<file path="config.mk">
export PLATFORM = sky130hd
export DESIGN_NAME = i2c_gpio_expander_regs
export DESIGN_NICKNAME = d
export VERILOG_FILES = /design/src/gpio_expander_pkg.sv /design/src/pin_sync.sv /design/src/i2c_line_events.sv /design/src/i2c_gpio_expander_regs.sv
export SDC_FILE = /design/constraint.sdc
export NUM_CORES = 1
export LEC_CHECK = 0
export BUFFER_PORTS_ARGS = -buffer_cell sky130_fd_sc_hd__buf_2
export CORE_MARGIN = 3
export CORE_UTILIZATION = 55
export CTS_CLUSTER_SIZE = 30
export DETAILED_ROUTE_END_ITERATION = 8
export GPL_ROUTABILITY_DRIVEN = 0
export GPL_TIMING_DRIVEN = 0
export PLACE_DENSITY = 0.86
export REMOVE_ABC_BUFFERS = 1
export SLEW_MARGIN = 0
export SYNTH_ARGS = -nofsm -noshare
export SYNTH_HDL_FRONTEND = slang
export SYNTH_SLANG_ARGS = --single-unit
</file>
<file path="constraint.sdc">
create_clock -name clock_in -period 5.22 [get_ports clock_in]
set_clock_uncertainty 0.05 [all_clocks]
set_input_delay 1.566 -clock clock_in [delete_from_list [all_inputs] [get_ports clock_in]]
set_output_delay 1.566 -clock clock_in [all_outputs]
set_load 0.005 [all_outputs]
</file>
<file path="src/gpio_expander_pkg.sv">
// Constants, types and register map of the two-bank serial I/O expander.
// Assumes an I2C master on the far side and a 10 MHz local clock sampling the bus.
// Summary of operation
// - Command values zero to seven select input, output, invert, direction, banks 0 and 1.
// - Reading an input register returns each pin's present level, whatever its direction.
// - Writes to input registers are ignored; contents follow sampled pins only.
// - Input registers have no reset value; they follow the applied pin levels.
// - Output bit drives its pin only while the pin is an output.
// - Reading an output register returns the stored flip-flop value, not the pin.
// - Both output registers are read-write and reset to all ones.
// - Polarity inversion acts only on pins configured as inputs.
// - Polarity bit one inverts the reported level of its input pin.
// - Polarity bit zero reports the pin level unchanged.
// - Both polarity registers are read-write and reset to all zeros.
// - Direction bit one makes the pin an input, driver released.
// - Direction bit zero makes the pin an actively driven output.
// - Both direction registers are read-write and reset to all ones.
// - Last command byte is kept and serves every read until replaced.
// - Device answers at 7-bit address 0x20 plus the three select pins.
// - Last address bit one means read, zero means write.
package gpio_expander_pkg;

  // Bus address: high four bits fixed, low three from the select pins
  localparam logic [6:0] DEV_ADDR_BASE = 7'h20;

  // Register indices carried in the command byte
  localparam logic [2:0] REG_PIN_LEVEL_BANK0     = 3'h0;
  localparam logic [2:0] REG_PIN_LEVEL_BANK1     = 3'h1;
  localparam logic [2:0] REG_DRIVE_LEVEL_BANK0   = 3'h2;
  localparam logic [2:0] REG_DRIVE_LEVEL_BANK1   = 3'h3;
  localparam logic [2:0] REG_INVERT_SELECT_BANK0 = 3'h4;
  localparam logic [2:0] REG_INVERT_SELECT_BANK1 = 3'h5;
  localparam logic [2:0] REG_DIRECTION_BANK0     = 3'h6;
  localparam logic [2:0] REG_DIRECTION_BANK1     = 3'h7;

  // Register groups, command bits 2:1
  localparam logic [1:0] GRP_PIN_LEVEL = 2'h0;
  localparam logic [1:0] GRP_DRIVE     = 2'h1;
  localparam logic [1:0] GRP_INVERT    = 2'h2;
  localparam logic [1:0] GRP_DIRECTION = 2'h3;

  // Values after reset
  localparam logic [7:0] DRIVE_RESET     = 8'hff;
  localparam logic [7:0] INVERT_RESET    = 8'h00;
  localparam logic [7:0] DIRECTION_RESET = 8'hff;
  localparam logic [2:0] CMD_RESET       = 3'h0;
  localparam logic [1:0] BUS_IDLE_LEVELS = 2'h3;

  // Bit counting within one byte
  localparam logic [3:0] BITS_PER_BYTE = 4'h8;

  // Local clock, for reference in the bench
  localparam int CLOCK_PERIOD_NS = 100;

  typedef logic [1:0][7:0] bank_pair_t;

  typedef struct packed {
    logic start;
    logic stop;
    logic scl_rise;
    logic scl_fall;
  } i2c_events_t;

  typedef enum logic [3:0] {
    st_idle,
    st_addr,
    st_addr_ack,
    st_cmd,
    st_cmd_ack,
    st_wdata,
    st_wdata_ack,
    st_rdata,
    st_rdata_ack,
    st_ignore
  } slave_state_t;

endpackage

</file>
<file path="src/pin_sync.sv">
// Three-stage synchroniser with agreement filter for asynchronous pins.
// Assumes nothing of the source; output moves only when stages two and three agree.
`timescale 1ns/1ps
module pin_sync #(
  parameter int               WIDTH       = 1,
  parameter logic [WIDTH-1:0] RESET_VALUE = '0
) (
  // Clock and reset
  input  wire logic             clock_in,
  input  wire logic             rst_n_in,
  // Raw and filtered levels
  input  wire logic [WIDTH-1:0] async_in,
  output logic      [WIDTH-1:0] level_out
);

  if (WIDTH < 1) begin : g_check
    $error("pin_sync needs WIDTH of at least one");
  end

  logic [WIDTH-1:0] stage1_r;
  logic [WIDTH-1:0] stage2_r;
  logic [WIDTH-1:0] stage3_r;
  logic [WIDTH-1:0] level_r;
  logic [WIDTH-1:0] agree;

  // Stage one is only read by stage two
  assign agree     = ~(stage2_r ^ stage3_r);
  assign level_out = level_r;

  always_ff @(posedge clock_in or negedge rst_n_in) begin
    if (!rst_n_in) begin
      stage1_r <= RESET_VALUE;
      stage2_r <= RESET_VALUE;
      stage3_r <= RESET_VALUE;
      level_r  <= RESET_VALUE;
    end else begin
      stage1_r <= async_in;
      stage2_r <= stage1_r;
      stage3_r <= stage2_r;
      level_r  <= (agree & stage3_r) | (~agree & level_r);
    end
  end

endmodule

</file>
<file path="src/i2c_line_events.sv">
// Start, stop and clock-edge detection on already synchronised bus lines.
// Assumes both inputs come from the same synchroniser, so they share latency.
`timescale 1ns/1ps
module i2c_line_events (
  // Clock and reset
  input  wire logic                           clock_in,
  input  wire logic                           rst_n_in,
  // Filtered bus lines
  input  wire logic                           scl_in,
  input  wire logic                           sda_in,
  // Decoded events, one cycle each
  output gpio_expander_pkg::i2c_events_t      events_out
);

  logic scl_prev_r;
  logic sda_prev_r;

  // Data moving while the clock stays high marks start or stop
  assign events_out.start    = scl_in & scl_prev_r & sda_prev_r & ~sda_in;
  assign events_out.stop     = scl_in & scl_prev_r & ~sda_prev_r & sda_in;
  assign events_out.scl_rise = scl_in & ~scl_prev_r;
  assign events_out.scl_fall = ~scl_in & scl_prev_r;

  always_ff @(posedge clock_in or negedge rst_n_in) begin
    if (!rst_n_in) begin
      scl_prev_r <= 1'b1;
      sda_prev_r <= 1'b1;
    end else begin
      scl_prev_r <= scl_in;
      sda_prev_r <= sda_in;
    end
  end

endmodule

</file>
<file path="src/i2c_gpio_expander_regs.sv">
// Top of the two-bank I/O expander: bus slave, register file and pin drivers.
// Assumes open-drain bus wiring outside; pins and bus arrive unsynchronised.
`timescale 1ns/1ps
module i2c_gpio_expander_regs (
  // Clock and reset
  input  wire logic        clock_in,
  input  wire logic        rst_n_in,
  // Serial bus, data line open drain
  input  wire logic        scl_in,
  input  wire logic        sda_in,
  output logic             sda_out,
  output logic             sda_oe_out,
  // Address select straps
  input  wire logic [2:0]  addr_select_in,
  // Port pins, bank 1 in the upper byte
  input  wire logic [15:0] gpio_in,
  output logic      [15:0] gpio_out,
  output logic      [15:0] gpio_oe_out
);

  // Synchronised lines
  logic [1:0]                     bus_s;
  logic [2:0]                     addr_s;
  logic [15:0]                    gpio_s;
  gpio_expander_pkg::i2c_events_t ev;
  logic                           scl_s;
  logic                           sda_s;

  // Slave state
  gpio_expander_pkg::slave_state_t state_r;
  gpio_expander_pkg::slave_state_t state_nxt;
  logic [3:0]                      bit_cnt_r;
  logic [3:0]                      bit_cnt_nxt;
  logic [7:0]                      shift_r;
  logic [7:0]                      shift_nxt;
  logic                            read_dir_r;
  logic                            read_dir_nxt;
  logic [2:0]                      cmd_r;
  logic [2:0]                      cmd_nxt;
  logic                            sda_oe_r;
  logic                            sda_oe_nxt;
  logic                            sda_out_r;

  // Register file and pin drivers
  gpio_expander_pkg::bank_pair_t drive_r;
  gpio_expander_pkg::bank_pair_t invert_r;
  gpio_expander_pkg::bank_pair_t dir_r;
  gpio_expander_pkg::bank_pair_t level_banks;
  logic [15:0]                   gpio_out_r;
  logic [15:0]                   gpio_oe_r;

  // Decode wires
  logic       byte_done;
  logic       addr_hit;
  logic [6:0] own_addr;
  logic       wr_commit;
  logic       wr_drive;
  logic       wr_invert;
  logic       wr_dir;
  logic       wr_bank;
  logic [7:0] rd_byte;

  pin_sync #(
    .WIDTH       (2),
    .RESET_VALUE (gpio_expander_pkg::BUS_IDLE_LEVELS)
  ) u_bus_sync (
    .clock_in  (clock_in),
    .rst_n_in  (rst_n_in),
    .async_in  ({scl_in, sda_in}),
    .level_out (bus_s)
  );

  pin_sync #(
    .WIDTH       (3),
    .RESET_VALUE (3'h0)
  ) u_addr_sync (
    .clock_in  (clock_in),
    .rst_n_in  (rst_n_in),
    .async_in  (addr_select_in),
    .level_out (addr_s)
  );

  // Input levels carry no reset meaning; they follow the pins once synchronised
  pin_sync #(
    .WIDTH       (16),
    .RESET_VALUE (16'h0000)
  ) u_gpio_sync (
    .clock_in  (clock_in),
    .rst_n_in  (rst_n_in),
    .async_in  (gpio_in),
    .level_out (gpio_s)
  );

  assign scl_s = bus_s[1];
  assign sda_s = bus_s[0];

  i2c_line_events u_events (
    .clock_in   (clock_in),
    .rst_n_in   (rst_n_in),
    .scl_in     (scl_s),
    .sda_in     (sda_s),
    .events_out (ev)
  );

  // Read value of the register that a command selects
  function automatic logic [7:0] reg_read(
    input logic [2:0]                    sel,
    input gpio_expander_pkg::bank_pair_t level,
    input gpio_expander_pkg::bank_pair_t drive,
    input gpio_expander_pkg::bank_pair_t invert,
    input gpio_expander_pkg::bank_pair_t dir
  );
    logic [7:0] value;
    value = 8'h00;
    unique case (sel[2:1])
      gpio_expander_pkg::GRP_PIN_LEVEL: begin
        // Inversion only on input pins, output pins report raw level
        value = level[sel[0]] ^ (invert[sel[0]] & dir[sel[0]]);
      end
      gpio_expander_pkg::GRP_DRIVE: begin
        value = drive[sel[0]];
      end
      gpio_expander_pkg::GRP_INVERT: begin
        value = invert[sel[0]];
      end
      gpio_expander_pkg::GRP_DIRECTION: begin
        value = dir[sel[0]];
      end
    endcase
    return value;
  endfunction

  assign level_banks = gpio_s;
  assign own_addr    = gpio_expander_pkg::DEV_ADDR_BASE | {4'h0, addr_s};
  assign addr_hit    = (shift_r[7:1] == own_addr);
  assign byte_done   = (bit_cnt_r == gpio_expander_pkg::BITS_PER_BYTE);
  assign rd_byte     = reg_read(cmd_r, level_banks, drive_r, invert_r, dir_r);

  // Writes land as the acknowledge is driven, never earlier
  assign wr_commit = (state_r == gpio_expander_pkg::st_wdata) & ev.scl_fall & byte_done;
  assign wr_bank   = cmd_r[0];
  assign wr_drive  = wr_commit & (cmd_r[2:1] == gpio_expander_pkg::GRP_DRIVE);
  assign wr_invert = wr_commit & (cmd_r[2:1] == gpio_expander_pkg::GRP_INVERT);
  assign wr_dir    = wr_commit & (cmd_r[2:1] == gpio_expander_pkg::GRP_DIRECTION);
  // Input group has no write strobe at all, the byte is acknowledged and dropped

  always_comb begin
    state_nxt    = state_r;
    bit_cnt_nxt  = bit_cnt_r;
    shift_nxt    = shift_r;
    read_dir_nxt = read_dir_r;
    cmd_nxt      = cmd_r;
    sda_oe_nxt   = sda_oe_r;
    if (ev.stop) begin
      state_nxt  = gpio_expander_pkg::st_idle;
      sda_oe_nxt = 1'b0;
    end else if (ev.start) begin
      // Repeated start restarts the address phase from any state
      state_nxt   = gpio_expander_pkg::st_addr;
      bit_cnt_nxt = 4'h0;
      sda_oe_nxt  = 1'b0;
    end else begin
      unique case (state_r)
        gpio_expander_pkg::st_idle,
        gpio_expander_pkg::st_ignore: begin
          sda_oe_nxt = 1'b0;
        end
        gpio_expander_pkg::st_addr,
        gpio_expander_pkg::st_cmd,
        gpio_expander_pkg::st_wdata: begin
          if (ev.scl_rise && !byte_done) begin
            shift_nxt   = {shift_r[6:0], sda_s};
            bit_cnt_nxt = bit_cnt_r + 4'h1;
          end else if (ev.scl_fall && byte_done) begin
            bit_cnt_nxt = 4'h0;
            sda_oe_nxt  = 1'b1;
            if (state_r == gpio_expander_pkg::st_addr) begin
              if (addr_hit) begin
                read_dir_nxt = shift_r[0];
                state_nxt    = gpio_expander_pkg::st_addr_ack;
              end else begin
                sda_oe_nxt = 1'b0;
                state_nxt  = gpio_expander_pkg::st_ignore;
              end
            end else if (state_r == gpio_expander_pkg::st_cmd) begin
              // First byte after a write address is the command
              cmd_nxt   = shift_r[2:0];
              state_nxt = gpio_expander_pkg::st_cmd_ack;
            end else begin
              state_nxt = gpio_expander_pkg::st_wdata_ack;
            end
          end
        end
        gpio_expander_pkg::st_addr_ack: begin
          if (ev.scl_fall) begin
            if (read_dir_r) begin
              // Read starts from the kept command, no command byte here
              shift_nxt   = rd_byte;
              sda_oe_nxt  = ~rd_byte[7];
              bit_cnt_nxt = 4'h1;
              state_nxt   = gpio_expander_pkg::st_rdata;
            end else begin
              sda_oe_nxt  = 1'b0;
              bit_cnt_nxt = 4'h0;
              state_nxt   = gpio_expander_pkg::st_cmd;
            end
          end
        end
        gpio_expander_pkg::st_cmd_ack,
        gpio_expander_pkg::st_wdata_ack: begin
          if (ev.scl_fall) begin
            sda_oe_nxt  = 1'b0;
            bit_cnt_nxt = 4'h0;
            state_nxt   = gpio_expander_pkg::st_wdata;
          end
        end
        gpio_expander_pkg::st_rdata: begin
          if (ev.scl_fall) begin
            if (byte_done) begin
              sda_oe_nxt = 1'b0;
              state_nxt  = gpio_expander_pkg::st_rdata_ack;
            end else begin
              shift_nxt   = {shift_r[6:0], 1'b0};
              sda_oe_nxt  = ~shift_r[6];
              bit_cnt_nxt = bit_cnt_r + 4'h1;
            end
          end
        end
        gpio_expander_pkg::st_rdata_ack: begin
          if (ev.scl_rise && sda_s) begin
            // Master declined more data; wait for stop or start
            state_nxt = gpio_expander_pkg::st_ignore;
          end else if (ev.scl_fall) begin
            // Same register again, a fresh sample of the pins
            shift_nxt   = rd_byte;
            sda_oe_nxt  = ~rd_byte[7];
            bit_cnt_nxt = 4'h1;
            state_nxt   = gpio_expander_pkg::st_rdata;
          end
        end
        default: begin
          state_nxt = gpio_expander_pkg::st_idle;
        end
      endcase
    end
  end

  always_ff @(posedge clock_in or negedge rst_n_in) begin
    if (!rst_n_in) begin
      state_r    <= gpio_expander_pkg::st_idle;
      bit_cnt_r  <= 4'h0;
      shift_r    <= 8'h00;
      read_dir_r <= 1'b0;
      cmd_r      <= gpio_expander_pkg::CMD_RESET;
      sda_oe_r   <= 1'b0;
      sda_out_r  <= 1'b0;
    end else begin
      state_r    <= state_nxt;
      bit_cnt_r  <= bit_cnt_nxt;
      shift_r    <= shift_nxt;
      read_dir_r <= read_dir_nxt;
      cmd_r      <= cmd_nxt;
      sda_oe_r   <= sda_oe_nxt;
      sda_out_r  <= 1'b0;
    end
  end

  // Register file, one byte per bank and group
  for (genvar b = 0; b < 2; b++) begin : g_bank
    always_ff @(posedge clock_in or negedge rst_n_in) begin
      if (!rst_n_in) begin
        drive_r[b]  <= gpio_expander_pkg::DRIVE_RESET;
        invert_r[b] <= gpio_expander_pkg::INVERT_RESET;
        dir_r[b]    <= gpio_expander_pkg::DIRECTION_RESET;
      end else begin
        if (wr_drive && (wr_bank == 1'(b))) begin
          drive_r[b] <= shift_r;
        end
        if (wr_invert && (wr_bank == 1'(b))) begin
          invert_r[b] <= shift_r;
        end
        if (wr_dir && (wr_bank == 1'(b))) begin
          dir_r[b] <= shift_r;
        end
      end
    end
  end

  // Writes to the input group reach no storage

  // Pin drivers follow the registers one cycle later
  always_ff @(posedge clock_in or negedge rst_n_in) begin
    if (!rst_n_in) begin
      gpio_out_r <= 16'h0000;
      gpio_oe_r  <= 16'h0000;
    end else begin
      gpio_oe_r  <= ~dir_r;
      gpio_out_r <= drive_r & ~dir_r;
    end
  end

  assign sda_out     = sda_out_r;
  assign sda_oe_out  = sda_oe_r;
  assign gpio_out    = gpio_out_r;
  assign gpio_oe_out = gpio_oe_r;

endmodule

</file>
Yosys cells after proc, flatten, opt, wreduce, memory -nomap -nowiden
Index checks and enable logic that the tools add are counted.
W data, S select, Z words.
Operators by class
  reduce and logical (&&, ||, !) cells: 24
  bitwise logic cells: 45
  $add $sub $neg: 1
  order comparisons: 1
  equal/unequal tests: 38
  multiplexer cells: 57
Operators by type and width (count)
  $mux W8: 15
  $mux W4: 21
  $pmux W8 S4: 2
  $and A16 B16 Y16: 3
  $not A16 Y16: 3
  $ne A4 B4 Y1 const B: 9
  $pmux W4 S6: 1
  $ne A3 B3 Y1 const B: 7
  $pmux W4 S5: 1
  $eq A4 B3 Y1 const B: 4
  $or A16 B16 Y16: 1
  $reduce_and A8 Y1: 2
  $xor A16 B16 Y16: 1
  $mux W1: 14
  $ne A2 B2 Y1 const B: 7
  $reduce_and A7 Y1: 2
  $and A1 B1 Y1: 12
  $eq A4 B4 Y1 const B: 3
  $not A1 Y1: 11
  $reduce_and A10 Y1: 1
  $logic_and A1 B1 Y1: 9
  $reduce_and A9 Y1: 1
  $and A8 B8 Y8: 1
  $eq A4 B2 Y1 const B: 2
  other kinds (27): 33
Storage, ports and cells
  bits of input ports: 23
  logic and storage cells: 194
  output and inout port bits: 34
  register bits: 187

Depth between registers and ports, before layout
Gate-level depths: netlist (run 1).
  depth in word-level cells: 11
  depth in mapped cells: 8
  depth with buffers taken out: 7

By module
From an unflattened synthesis (run 1), not the netlist that was laid out.
Second synthesis, totals
  cell total of the unflattened synthesis: 588
  area total of the unflattened synthesis: 7793.7 µm²
Modules (own cells, without submodules)
  i2c_gpio_expander_regs: seq. area each 2567.5 µm², area each 5360.1 µm², instances 1, cells an instance 477
  pin_sync at u_gpio_sync: seq. area each 1601.5 µm², area each 1781.7 µm², instances 1, cells an instance 80
  pin_sync at u_addr_sync: seq. area each 300.3 µm², area each 334.1 µm², instances 1, cells an instance 15
  pin_sync at u_bus_sync: seq. area each 210.2 µm², area each 232.7 µm², instances 1, cells an instance 10
  i2c_line_events: seq. area each 52.6 µm², area each 85.1 µm², instances 1, cells an instance 6

Least setup slack after synthesis (run 1)
No wires, ideal clock.
  path kind: reg2reg
  start: register u_events.scl_prev_r
  end: register invert_r[10] (netlist bit)
  path buffers: 2
  clock period less this slack: 2.146 ns
  setup time: 0.125 ns
  cell stages (with the launch flop): 8
  required time: 5.045 ns
  arrival: 1.972 ns
  path slack: 3.074 ns
  cell sequence: dfstp_2 -> buf_2 -> and2b_1 -> nand4_1 -> or2_1 -> buf_2 -> nor3_4 -> mux2_2
On the way
  word-level cells in the longest chain between the ends: 5
RTL lines
  start: declaration: line i2c_line_events.sv:15  | logic scl_prev_r;
  start signal: assignment: line i2c_line_events.sv:29  | scl_prev_r <= scl_in;
  $and A1 B1 Y1: line i2c_line_events.sv:22  | assign events_out.scl_fall = ~scl_in & scl_prev_r;
  $and A1 B1 Y1 (2 in a row): line i2c_gpio_expander_regs.sv:140  | assign wr_commit = (state_r == gpio_expander_pkg::st_wdata) & ev.scl_fall & byte_done;
  $and A1 B1 Y1: line i2c_gpio_expander_regs.sv:143  | assign wr_invert = wr_commit & (cmd_r[2:1] == gpio_expander_pkg::GRP_INVERT);
  $logic_and A1 B1 Y1: line i2c_gpio_expander_regs.sv:279  | if (wr_invert && (wr_bank == 1'(b))) begin
  end signal: indexed assignment: line i2c_gpio_expander_regs.sv:273  | invert_r[b] <= gpio_expander_pkg::INVERT_RESET;
  end signal: indexed assignment: line i2c_gpio_expander_regs.sv:280  | invert_r[b] <= shift_r;
  end: declaration: line i2c_gpio_expander_regs.sv:46  | gpio_expander_pkg::bank_pair_t invert_r;
No other way between the ends.
A chain may end at the register's enable or synchronous reset.

Worst setup path after layout (run 1)
  start: register cmd_r[0]
  end: register invert_r[12] (netlist bit)
On the way
  word-level cells in the longest chain between the ends: 1
RTL lines
  start: declaration: line i2c_gpio_expander_regs.sv:38  | logic [2:0] cmd_r;
  start signal: assignment: line i2c_gpio_expander_regs.sv:254  | cmd_r <= gpio_expander_pkg::CMD_RESET;
  start signal: assignment: line i2c_gpio_expander_regs.sv:262  | cmd_r <= cmd_nxt;
  $logic_and A1 B1 Y1: line i2c_gpio_expander_regs.sv:279
No other way between the ends.

==> results_dict.tcl, run 1 <==
set metrics [dict create \
    grt_usage 0.2090 \
    finalCritPeriodShare 0.6048 \
    p_int_mw 2.568 \
    seqPwrFrac 0.488 \
    max_freq_mhz 316.7 \
    ys_seq_area_frac 0.6187 \
    critPathBufInv 1 \
    drc_errors 0 \
    die_x_um 123.9 \
    core-area_um2 13400 \
    slowest_delay_ns 1.06 \
    setup_violations 0 \
    clk_pin_slew_ns 0.06 \
    num_io_pins 57 \
    p_comb_frac 0.143 \
    finalPower_mw 3.516 \
    regArea_um2 4732 \
    max-vdd-ir-drop_mv 0.2681 \
    hp-class "reg2reg" \
    period_needed_ns 3.157 \
    area_growth_syn_to_layout_pct 13.53 \
    die-area_um2 15360 \
    grt_util_met1 0.2660 \
    busiest_layer "met2" \
    switching_share 0.2697 \
    maxSlewHeadroom 0.2797 \
    cp_top_family "flip-flops" \
    grtUsageMet2 0.3430 \
    pwr_density_cell_nw_per_um2 405.0 \
    arrival_ns 3.40 \
    via_per_inst 5.890 \
    numClockSinks 187 \
    drive_gt1_frac 0.3296 \
    crit_path_max_fanout 21 \
    io_buffers 55 \
    hold_viol 0 \
    slowest_stage "dfrtp_1" \
    worst_setup_path_start_kind "flop" \
    avgSynthCellArea_um2 13.40 \
    required_ns 5.47 \
    ys_top_cells_by_area "dfrtp_1 47%, dfstp_2 14%, mux2_2 8.7%, maj3_1 2.9%, mux4_2 2.1%" \
    start_util 0.5708 \
    rsz0062_at_grt "no" \
    drt_iter0_drc 523 \
    ys.warnings.count 0 \
    syn_inst 571 \
    met3_usage 0.05995 \
    cts_hold_buffers 0 \
    ys.flop_type "dfrtp_1" \
    cts_root_buf "clkbuf_16" \
    max-clock-path-buffers 2 \
    die_height_um 123.9 \
    p_sw_mw 0.9483 \
    rows 42 \
    drtAntennaViolNets 0 \
    antenna_found_initial 0 \
    fillers 991 \
    overflow 0 \
    cap_violations 0 \
    post_cts_buffers 0 \
    firstDrtPassIters 5 \
    grt_max_degree 136 \
    synth_top_area_share 0.4744 \
    num_antenna_cells 0 \
    synth_edf_count 0 \
    cts_tree "built" \
    path_class "reg2reg" \
    p_clk_frac 0.368 \
    status "complete, no violations" \
    async_reset_ff_frac 1.000 \
    yosys.area.top_type "dfrtp_1" \
    multiInputGateArea_um2 2700 \
    place_ws_ns 2.141 \
    endpoint_kind "flop" \
    syn_area_um2 7649 \
    reg2reg_slack_ns 2.06 \
    finalMaxSlewViolations 0 \
    setup_ws_ns 2.063 \
    synthDistinctLibCells 63 \
    drt_wl_total_um 14590 \
    grt_pass1_wl_um 24340 \
    wl_per_cell_um 18.08 \
    cts_made_buffers 17 \
    synth_most_common_cell "dfrtp_1" \
    clock_latency_ns 0.43 \
    dp.final_hpwl_um 9316 \
    cts_resized 0 \
    cts.htree.levels 4 \
    synth_seq_cells 187 \
    yosys-top-cells-count "145 x dfrtp_1, 59 x mux2_2, 42 x dfstp_2" \
    final_nets 643 \
    path_cells "inv_1 > or2_1 > nor3_4 > mux2_1" \
    num_vias 4753 \
    first_global_vias 4883 \
    p_leak_nw 3.766 \
    worstMarginPinSlew_ns 1.080 \
]
[per-layer routing]
metal / up-vias / share of wire
met1: 2432 / 0.42
met3: 30 / 0.056
met2: 163 / 0.51
met5: - / 0
met4: 0 / 0.019
li1: 2128 / -
[cell families (layout without fill, tap and decap cells)]
| logic type | count (synthesis) | after routing | share of synthesized area |
|---|---|---|---|
| AOI/OAI and AO/OA | 90 | 90 | 0.08343 |
| other | 1 | 1 | 0.0004903 |
| and+or+nand+nor | 131 | 131 | 0.1040 |
| adders and majority gates | 24 | 24 | 0.03206 |
| xor gates and xnor gates | 6 | 6 | 0.006871 |
| DFF | 187 | 187 | 0.6187 |
| muxes | 80 | 80 | 0.1261 |
| buffers and inverters | 52 | 112 | 0.02830 |
[power groups by stage]
stage / clock network (mW) / logic (mW) / registers, mW
2_1_floorplan: 0 / 0.375 / 1.68
3_3_place_gp: 0 / 0.470 / 1.72
3_5_place_dp: 0 / 0.497 / 1.74
4_1_cts: 1.33 / 0.498 / 1.71
5_1_grt: 1.38 / 0.566 / 1.73
6_report: 1.30 / 0.504 / 1.72
[worst paths after layout]
path	to	cells after the start	startpoint
setup / recovery	invert_r[12]	4	cmd_r[0]
max in group asynchronous	async pin	2	rst_n_in
min in group asynchronous	state_r[2]	1	rst_n_in
hold reg to reg	u_gpio_sync.stage2_r[13]	0	u_gpio_sync.stage1_r[13]
hold / removal	u_gpio_sync.stage2_r[13]	0	u_gpio_sync.stage1_r[13]
setup reg to reg	invert_r[12]	4	cmd_r[0]
[through the flow]
step,area [um^2],TNS [ns],instances,hold slack (ns),utilization
3_5_place_dp,8051,0,774,0.2847,0.6008
2_1_floorplan,7518,0,542,0.2812,-
5_1_grt,8683,0,807,0.3040,0.6480
6_report,8683,0,807,0.2959,0.6480
4_1_cts,8656,0,806,0.2988,0.6459
3_3_place_gp,8014,-21.53,773,0.2818,0.5980
[layout make-up]
| class | instances | share of cell area |
|---|---|---|
| tap | 176 | 0.02536 |
| clock inverter | 10 | 0.01614 |
| timing repair buffer | 57 | 0.03919 |
| inverter | 23 | 0.009942 |
| clock buffer | 22 | 0.05346 |
| multi-input combinational | 332 | 0.3110 |
| sequential | 187 | 0.5450 |
[cells in the final DEF, fill, tap and decap left out, drive strengths merged, types with 4 or more instances in the layout]
cell and count:
mux4 7, nand3 13, nor2b 24, a21bo 4, a21oi 16, nand2b 11, o311a 4, and3 5
nor3 10, or2 4, dfrtp 145, nand3b 6, buf 57, inv 24, o311ai 8, dfstp 42
maj3 22, and3b 9, a21boi 8, clkbuf 22, nand2 22, mux2 61, mux2i 12, a211oi 4
xor2 4, o21ai 18, nor2 14
Power figures use the tool's default switching activity.
==> run 2, diff against run 1 <==
--- a/config.mk
+++ b/config.mk
@@ -7,12 +7,12 @@
 export LEC_CHECK = 0
 export BUFFER_PORTS_ARGS = -buffer_cell sky130_fd_sc_hd__buf_2
 export CORE_MARGIN = 3
-export CORE_UTILIZATION = 55
+export CORE_UTILIZATION = 54
 export CTS_CLUSTER_SIZE = 30
 export DETAILED_ROUTE_END_ITERATION = 8
 export GPL_ROUTABILITY_DRIVEN = 0
 export GPL_TIMING_DRIVEN = 0
-export PLACE_DENSITY = 0.86
+export PLACE_DENSITY = 0.88
 export REMOVE_ABC_BUFFERS = 1
 export SLEW_MARGIN = 0
 export SYNTH_ARGS = -nofsm -noshare
==> constraint.sdc (replaced) <==
create_clock -name clock_in -period 2.6 [get_ports clock_in]
set_clock_uncertainty 0.05 [all_clocks]
set_input_delay 0.78 -clock clock_in [delete_from_list [all_inputs] [get_ports clock_in]]
set_output_delay 0.78 -clock clock_in [all_outputs]
set_load 0.005 [all_outputs]
==> results_dict.tcl, run 2 (same netlist as run 1, synthesis figures left out) <==
set metrics [dict create \
    status "complete, no violations" \
    cts.htree.levels 4 \
    timing.rr.start "state_r[1]" \
    core-area_um2 13560 \
    arrival_ns 2.72 \
    io_buffers 55 \
    period_needed_ns 2.463 \
    worstMarginPinSlew_ns 0.7223 \
    die-area_um2 15630 \
    max-vdd-ir-drop_mv 0.5724 \
    hold_viol 0 \
    die_height_um 125.0 \
    pwr_density_cell_nw_per_um2 795.3 \
    first_global_vias 4956 \
    critPathBufInv 1 \
    drive_gt1_frac 0.3407 \
    path_class "reg2reg" \
    finalSetupTns_ns 0 \
    firstDrtPassIters 6 \
    max_freq_mhz 406.0 \
    finalCritPeriodShare 0.9472 \
    grt_usage 0.1966 \
    grt_max_degree 98 \
    drtAntennaViolNets 0 \
    cts_tree "built" \
    multiInputGateArea_um2 2704 \
    die_x_um 125.0 \
    endpoint_kind "flop" \
    cap_violations 0 \
    hp-class "reg2reg" \
    num_antenna_cells 0 \
    cts_root_buf "clkbuf_16" \
    regArea_um2 4740 \
    via_per_inst 5.942 \
    overflow 0 \
    num_io_pins 57 \
    start_util 0.5641 \
    numClockSinks 187 \
    cts_made_buffers 17 \
    slowest_delay_ns 0.60 \
    wl_per_cell_um 18.47 \
    r2r_end "invert_r[12]" \
    p_leak_nw 3.735 \
    rr_worst_depth 6 \
    path_cells "nor3b_4 > nand4_1 > or2_1 > nor3_4 > buf_12 > mux2_1" \
    clock_latency_ns 0.43 \
    dp.final_hpwl_um 9624 \
    setup_violations 0 \
    drc_errors 0 \
    crit_path_max_fanout 18 \
    final_common_cell "dfrtp_1" \
    final_nets 643 \
    antenna_found_initial 0 \
    most-common-layout-cells "141 x dfrtp_1, 59 x mux2_2, 54 x buf_2" \
    cp_top_family "simple AND/OR/NAND/NOR gates" \
    fillers 1024 \
    max-clock-path-buffers 2 \
    area_growth_syn_to_layout_pct 13.02 \
    utilization 0.6376 \
    min_to "u_addr_sync.stage2_r[0]" \
    rsz0062_at_grt "no" \
    drt_wl_total_um 14900 \
    maxSlewHeadroom 0.5185 \
    grt_pass1_wl_um 24670 \
    rows 42 \
    worstHoldStart "u_addr_sync.stage1_r[0]" \
    finalMaxSlewViolations 0 \
    drt_iter0_drc 573 \
    num_vias 4795 \
    reg2reg_slack_ns 0.14 \
    slowest_stage "dfrtp_1" \
    worst_setup_path_start_kind "flop" \
    hold_depth 0 \
    required_ns 2.86 \
    clk_pin_slew_ns 0.07 \
]
==> run 2: cell count changes in the layout (fill, tap and decap cells not counted), sizes merged <==
cell	before	now
clkinv	3	6
clkbuf	22	18
inv	24	28
bufinv	3	0
==> run 2: where the power goes <==
group	total, mW	internal (mW)	switching [mW]
clock	2.40	1.26	1.14
combinational	1.02	0.486	0.535
sequential	3.46	3.11	0.350
total	6.87	4.85	2.02
==> run 2: routing by layer <==
| layer | wire, um | global-route usage |
|---|---|---|
| met2 | 7578 | 0.3176 |
| met4 | 337 | 0.08418 |
| met1 | 6122 | 0.2515 |
| met3 | 866 | 0.05501 |
| met5 | 0 | 0 |
==> run 2: worst max path at each step <==
stage / startpoint / end / slack (ns) / cells past startpoint
after floorplan: cmd_r[0] / invert_r[10] / 0.29 / 4
after global placement: rst_n_in / u_gpio_sync.stage1_r[5] / -2.00 / 1
after detailed placement: cmd_r[0] / invert_r[8] / -0.41 / 4
after CTS: cmd_r[1] / dir_r[2] / 0.03 / 2
after global routing: state_r[1] / shift_r[0] / 0.04 / 4
final: state_r[1] / invert_r[12] / 0.14 / 6
==> run 2: area by class of cell <==
| type | count | area share |
|---|---|---|
| well taps | 176 | 0.02547 |
| clock buffers | 18 | 0.04965 |
| inverters | 23 | 0.009987 |
| multi-input cells | 332 | 0.3128 |
| repair buffers | 57 | 0.03850 |
| clock inverters | 14 | 0.01534 |
| flip-flops and latches | 187 | 0.5483 |
==> run 2: metrics by stage <==
stage	cells	cell area, um^2	hold slack, ns	worst slack (ns)	power (mW)
floorplan	542	7518	0.2812	0.2900	4.117
global placement	773	8014	0.2820	-1.995	4.399
detailed placement	774	8051	0.2862	-0.4082	4.484
CTS	806	8618	0.3010	0.02541	6.906
global route	807	8645	0.3020	0.03967	7.192
finish	807	8645	0.2946	0.1372	6.875
==> run 2: repair_timing <==
action | 4_1_cts | 5_1_grt
endpoints found under the setup margin | 24 | 48
resized for setup | 3 | 3
hold buffers | 0 | 0
setup buffers | 0 | 1
pin swaps | 0 | 1
endpoints found under the hold margin | 0 | 0
